### src/logic/mbhp_map.vh
// Constants for the muxed bus host port
`ifndef MBHP_MAP_VH
`define MBHP_MAP_VH

// ----------------------------------------
// Power-up hold-off
// ----------------------------------------
`define MBHP_CLK_HZ        50000000
`define MBHP_HOLDOFF_MS    200
`define MBHP_HOLDOFF_CYC   (`MBHP_CLK_HZ / 1000 * `MBHP_HOLDOFF_MS)
`define MBHP_HOLD_W        24

// ----------------------------------------
// Bus widths and reset values
// ----------------------------------------
`define MBHP_DW            8
`define MBHP_BYTE_ZERO     8'h00
`define MBHP_BYTE_ONES     8'hff

`endif

### src/logic/mbhp_sync.v
// Two-stage synchroniser with a registered copy for edge detection
`timescale 1ns/100ps
module mbhp_sync #(
    parameter W = 1,
    parameter [W-1:0] INIT = {W{1'b0}}
)(
    input  wire         i_mclk,
    input  wire         i_rstn,
    input  wire [W-1:0] i_async,
    output reg  [W-1:0] o_sync,
    output reg  [W-1:0] o_prev
);
    reg [W-1:0] meta;

    // First stage is read only by the second
    always @(posedge i_mclk or negedge i_rstn)
    begin
        if (!i_rstn)
        begin
            meta   <= INIT;
            o_sync <= INIT;
            o_prev <= INIT;
        end
        else
        begin
            meta   <= i_async;
            o_sync <= meta;
            o_prev <= o_sync;
        end
    end
endmodule // mbhp_sync

### src/logic/mbhp_port.v
// Muxed address/data host port of the clock/calendar device
//
// Behaviour
// - Selector high picks strobe-with-direction; low or open picks separate strobes.
// - Address on the muxed bus is captured when the address strobe falls.
// - Every address strobe rise discards the held address, chip select or not.
// - Write data taken on data strobe fall, or on write strobe rise.
// - Read data driven in the late cycle phase per bus style.
// - Read ends and bus floats on data strobe fall, or read strobe rise.
// - Deselected cycles still capture address but perform no access.
// - Below the power-fail threshold chip select is forced inactive.
// - Direction high during data strobe reads; low during data strobe writes.
// - In separate-strobe style the read/write line is an active-low write strobe.
// - No access while the reset input is low.
// - A power-up timer holds off access for up to 200 ms.
`timescale 1ns/100ps
`include "mbhp_map.vh"
module mbhp_port #(
    parameter DW         = `MBHP_DW,
    parameter HOLD_W     = `MBHP_HOLD_W,
    parameter HOLDOFF_CY = `MBHP_HOLDOFF_CYC
)(
    input  wire          i_mclk,
    input  wire          i_rstn,
    input  wire          i_bus_style_select,
    input  wire          i_address_latch_strobe,
    input  wire          i_chip_select_n,
    input  wire          i_data_or_read_strobe,
    input  wire          i_read_write,
    input  wire          i_power_fail,
    input  wire [DW-1:0] i_muxed_addr_data_bus,
    output reg  [DW-1:0] o_muxed_addr_data_bus,
    output reg           o_muxed_addr_data_oe,
    input  wire [DW-1:0] i_rd_data,
    output reg  [DW-1:0] o_addr,
    output reg           o_addr_valid,
    output reg           o_wr_stb,
    output reg  [DW-1:0] o_wr_data,
    output reg           o_rd_stb,
    output reg           o_ready
);
    // ----------------------------------------
    // Synchronisers
    // ----------------------------------------
    // Strobe sync costs two cycles of latency; address is sampled in the cycle the
    // strobe edge is seen and write data a cycle before, relying on host hold time.
    wire [3:0] s_now;
    wire [3:0] s_old;
    mbhp_sync #(.W(4), .INIT(4'hc)) u_sync (
        .i_mclk  (i_mclk),
        .i_rstn  (i_rstn),
        .i_async ({i_chip_select_n, i_read_write,
                   i_data_or_read_strobe, i_address_latch_strobe}),
        .o_sync  (s_now),
        .o_prev  (s_old)
    );
    wire as_now = s_now[0];
    wire ds_now = s_now[1];
    wire rw_now = s_now[2];
    wire cs_n   = s_now[3];
    wire as_rise = as_now & ~s_old[0];
    wire as_fall = ~as_now & s_old[0];
    wire ds_rise = ds_now & ~s_old[1];
    wire ds_fall = ~ds_now & s_old[1];
    wire rw_rise = rw_now & ~s_old[2];

    reg [DW-1:0] bus_q;
    reg          style;
    reg          style_taken;
    reg [HOLD_W-1:0] hold_cnt;

    // ----------------------------------------
    // Strap capture and power-up hold-off
    // ----------------------------------------
    // Strap sampled once after reset release, never under async reset
    always @(posedge i_mclk or negedge i_rstn)
    begin
        if (!i_rstn)
        begin
            style       <= 1'b0;
            style_taken <= 1'b0;
            hold_cnt    <= {HOLD_W{1'b0}};
            o_ready     <= 1'b0;
            bus_q       <= `MBHP_BYTE_ZERO;
        end
        else
        begin
            bus_q <= i_muxed_addr_data_bus;
            if (!style_taken)
            begin
                style       <= i_bus_style_select;
                style_taken <= 1'b1;
            end
            if (hold_cnt != HOLDOFF_CY[HOLD_W-1:0])
                hold_cnt <= hold_cnt + 1'b1;
            o_ready <= (hold_cnt == HOLDOFF_CY[HOLD_W-1:0]) & style_taken;
        end
    end

    // Chip select gated by power-fail, reset and hold-off
    wire sel = ~cs_n & ~i_power_fail & o_ready;

    // ----------------------------------------
    // Access decode per bus style
    // ----------------------------------------
    reg wr_evt;
    reg rd_phase;
    reg rd_start;
    always @*
    begin
        if (style)
        begin
            wr_evt   = ds_fall & ~rw_now;
            rd_phase = ds_now & rw_now;
            rd_start = ds_rise & rw_now;
        end
        else
        begin
            wr_evt   = rw_rise & ds_now;
            rd_phase = ~ds_now & rw_now;
            rd_start = ~ds_now & s_old[1] & rw_now;
        end
    end

    // ----------------------------------------
    // Address, write and read handling
    // ----------------------------------------
    always @(posedge i_mclk or negedge i_rstn)
    begin
        if (!i_rstn)
        begin
            o_addr                <= `MBHP_BYTE_ZERO;
            o_addr_valid          <= 1'b0;
            o_wr_stb              <= 1'b0;
            o_wr_data             <= `MBHP_BYTE_ZERO;
            o_rd_stb              <= 1'b0;
            o_muxed_addr_data_bus <= `MBHP_BYTE_ZERO;
            o_muxed_addr_data_oe  <= 1'b0;
        end
        else
        begin
            o_wr_stb <= 1'b0;
            o_rd_stb <= 1'b0;
            if (as_rise)
                o_addr_valid <= 1'b0;
            else if (as_fall)
            begin
                o_addr       <= i_muxed_addr_data_bus;
                o_addr_valid <= 1'b1;
            end
            // Address is consumed by one access; a deselected write also uses it up, a deselected read does not
            if (wr_evt && o_addr_valid && !as_now)
            begin
                o_addr_valid <= 1'b0;
                if (sel)
                begin
                    o_wr_stb  <= 1'b1;
                    o_wr_data <= bus_q;
                end
            end
            if (rd_start && o_addr_valid && sel)
                o_rd_stb <= 1'b1;
            // Drive only while selected and in read phase
            if (rd_phase && sel && o_addr_valid && !as_now)
            begin
                o_muxed_addr_data_oe  <= 1'b1;
                o_muxed_addr_data_bus <= i_rd_data;
            end
            else
            begin
                o_muxed_addr_data_oe  <= 1'b0;
                o_muxed_addr_data_bus <= `MBHP_BYTE_ZERO;
            end
            if (o_muxed_addr_data_oe && !rd_phase)
                o_addr_valid <= 1'b0;
        end
    end
endmodule // mbhp_port

### config.mk
export PLATFORM = sky130hd
export DESIGN_NAME = mbhp_port
export DESIGN_NICKNAME = d
export VERILOG_FILES = /design/src/logic/mbhp_sync.v /design/src/logic/mbhp_port.v
export VERILOG_INCLUDE_DIRS = /design/src /design/src/logic
export SDC_FILE = /design/constraint.sdc
export NUM_CORES = 1
export LEC_CHECK = 0
export BUFFER_PORTS_ARGS = -buffer_cell sky130_fd_sc_hd__buf_2
export CORE_ASPECT_RATIO = 0.7
export CORE_UTILIZATION = 50
export CTS_BUF_LIST = sky130_fd_sc_hd__clkbuf_4 sky130_fd_sc_hd__clkbuf_8 sky130_fd_sc_hd__clkbuf_16
export DETAILED_ROUTE_END_ITERATION = 16
export GPL_ROUTABILITY_DRIVEN = 0
export PLACE_DENSITY = 0.73
export SYNTH_ARGS = -nofsm -noshare
export SYNTH_HDL_FRONTEND = slang
export SYNTH_SLANG_ARGS = --single-unit
### constraint.sdc
create_clock -name i_mclk -period 2.18 [get_ports i_mclk]
set_input_delay 0.109 -clock i_mclk [delete_from_list [all_inputs] [get_ports i_mclk]]
set_output_delay 0.109 -clock i_mclk [all_outputs]
set_load 0.02 [all_outputs]
==> impl_metrics.py <==
metrics = {
    "synth": {
        "ys.flop_type": "dfrtp_1",
        "synth.top_cell.area_share_pct": 61.1,
        "yosysTopAreaCell": "dfrtp_1",
        "synth_fp_nets": 235,
        "ys_ff_latch": 74,
        "yosysWarnings": 0,
        "synthTopCellsByCount": "69 x dfrtp_1, 17 x xnor2_1, 12 x nand2_1",
        "syn_area_um2": 2820,
        "synth_edf_count": 0,
        "netlist_top_cells_area": "dfrtp_1 61%, xnor2_1 5.3%, dfstp_2 4.7%",
        "synthArstFlopShare_pct": 100,
        "synth_cell_types": 33,
        "yosysSeqAreaShare_pct": 65.8,
        "synth_cells": 208,
        "yosysMostFrequentCell": "dfrtp_1",
        "synth.avg_cell_area_um2": 13.6,
    },
    "global_routing": {
        "overflow": 0,
        "grt_pass1_vias": 1910,
        "grt_pass1_wl_um": 9230,
        "antenna_found_initial": 0,
        "grt_start_max_net_pins": 47,
        "track_usage_pct": 20.8,
    },
    "sta": {
        "setup_ws_ns": 0.139,
        "finalSetupViolations": 0,
        "max-slew-margin-rel_pct": 57.4,
        "fin_skew_ns": 0.00941,
        "final_max_slew_viol_count": 0,
        "holdWs_ns": 0.109,
        "fin_crit_sh_pct": 93.6,
        "hold_viol": 0,
        "period_minus_slack_ns": 2.04,
        "worstMarginPinSlew_ns": 0.639,
        "setup-tns-final_ns": 0,
        "grt_setup_unrepaired": "false",
        "fmax_mhz": 490,
    },
    "critical_path": {
        "crit_path_start_kind": "flop",
        "path_cells": "or4_1 > or4b_1 > nor2_2 > mux2_1",
        "worstSetupPathType": "reg2reg",
        "critPathTopFamily": "simple AND/OR/NAND/NOR gates",
        "crit_slowest_cell": "or4_1",
        "critPathBufInv": 0,
        "end_kind": "flop",
        "path_max_fanout": 5,
        "crit_path_max_incr_delay_ns": 0.52,
        "required_ns": 2.40,
        "cp.arrival_ns": 2.26,
    },
    "detailed_routing": {
        "drt-wirelength-per-cell_um": 14.9,
        "vias": 1883,
        "ant_nets": 0,
        "routed_wl_um": 5480,
        "drc": 0,
        "avgViaCountPerCell": 5.12,
        "drt_first_pass_iters": 4,
        "drt-initial-drc-count": 89,
    },
    "floorplan": {
        "die_h_um": 64.9,
        "core_um2": 5340,
        "dieWidth_um": 91.8,
        "num_rows": 22,
        "start_util_pct": 52.9,
        "dieArea_um2": 5960,
        "ios": 53,
    },
    "placement": {
        "dpl.hpwl_um": 3510,
        "place_ws_ns": 0.142,
        "portBuffers": 52,
    },
    "outcome": {
        "outcome": "finished clean",
    },
    "cts": {
        "path_clk_slew_ns": 0.08,
        "postCtsSetupBuffers": 0,
        "clk_path_buf_depth": 2,
        "post_cts_resized": 0,
        "cts_hold_buf": 22,
        "cts_sinks": 74,
        "cts_tree": "done",
        "cts-root-buf": "clkbuf_8",
        "h-tree-depth": 3,
        "clk_latency_ns": 0.34,
        "cts_made_buffers": 9,
    },
    "run": {
        "max_cap_violations": 0,
    },
    "final_layout": {
        "antenna_cells": 0,
        "fin_nets": 318,
        "utilization_pct": 68.1,
        "fillers": 397,
        "layout-drive-gt1-share_pct": 29.7,
        "area_delta_synth_final_pct": 28.7,
    },
    "power": {
        "power.density_nw_per_um2": 773,
        "p_leak_nw": 1.75,
        "power_mw": 2.81,
        "peakVddDrop_v": 0.000489,
    },
    "worst_hold_path": {
        "hold_path.class": "in2reg",
    },
}
worst paths after layout:
path,from,end,slack [ns],depth (start not counted)
max,hold_cnt[16],hold_cnt[1],0.14,4
max reg2reg,hold_cnt[16],hold_cnt[1],0.14,4
max in group asynchronous,i_rstn,o_muxed_addr_data_bus[7],1.19,3
min in group asynchronous,i_rstn,u_sync.o_sync[0],0.33,2
min,i_power_fail,o_rd_stb,0.11,4
min reg2reg,u_sync.meta[3],u_sync.o_sync[3],0.36,0
cells by family (layout without fill, tap and decap cells):
family / after synthesis / count (layout) / synth area share [%]
AOI/OAI and AO/OA: 6 / 6 / 1.37
xor gates and xnor gates: 24 / 24 / 7.44
adders and majority gates: 3 / 3 / 1.33
buffers and inverters: 10 / 98 / 1.33
DFF: 74 / 74 / 65.8
muxes: 18 / 18 / 7.18
other: 1 / 1 / 0.133
and+or+nand+nor: 72 / 72 / 15.4
layout make-up:
| class | instances | area [um2] | area share, % |
|---|---|---|---|
| Sequential cell | 74 | 1860 | 51.1 |
| Timing Repair Buffer | 76 | 508 | 14.0 |
| Inverter | 6 | 22.5 | 0.620 |
| Tap cell | 72 | 90.1 | 2.48 |
| Multi-Input combinational cell | 124 | 928 | 25.5 |
| Clock inverter | 6 | 90.1 | 2.48 |
| Clock buffer | 10 | 138 | 3.79 |
cells in the final DEF, fill, tap and decap left out, types with 7 or more instances in the layout:
cell           instances
dfrtp_1               69
buf_2                 52
dlygate4sd3_1         22
xnor2_1               17
nand2_1               12
nand3_1               11
clkbuf_8              10
and2_1                 9
mux2_1                 9
mux2_2                 9
xor2_1                 7
nand4_1                7
stage by stage:
stage | cells | instance area (um2)
2_1_floorplan | 208 | 2820
3_3_place_gp | 330 | 3190
3_5_place_dp | 330 | 3190
4_1_cts | 368 | 3630
5_1_grt | 368 | 3630
6_report | 368 | 3630
worst reg2reg max path: stages (launching register included):
cell and delay, ns:
dfrtp_1 0.42, or4_1 0.52, or4b_1 0.50, nor2_2 0.15, mux2_1 0.34
registers in the layout, indices dropped and copies added, names as in the netlist:
| register | count |
|---|---|
| bus_q | 8 |
| hold_cnt | 24 |
| o_addr | 8 |
| o_addr_valid | 1 |
| o_muxed_addr_data_bus | 8 |
| o_muxed_addr_data_oe | 1 |
| o_rd_stb | 1 |
| o_ready | 1 |
| o_wr_data | 8 |
| o_wr_stb | 1 |
| style | 1 |
| style_taken | 1 |
| u_sync.meta | 4 |
| u_sync.o_prev | 3 |
| u_sync.o_sync | 4 |
power breakdown:
part	internal [mW]	leakage, nW	switching (mW)
Sequential	1.42	0.945	0.0272
Clock	0.677	0.112	0.496
Combinational	0.0895	0.695	0.0989
Total	2.19	1.75	0.622
per-layer routing:
layer,global-route usage [%],share of wire (%),vias up
li1,-,-,885
met1,27.1,46,925
met2,32.9,48,65
met3,5.99,5.1,8
met4,9.38,1.6,0
met5,0,0,-
Power figures use the tool's default switching activity.
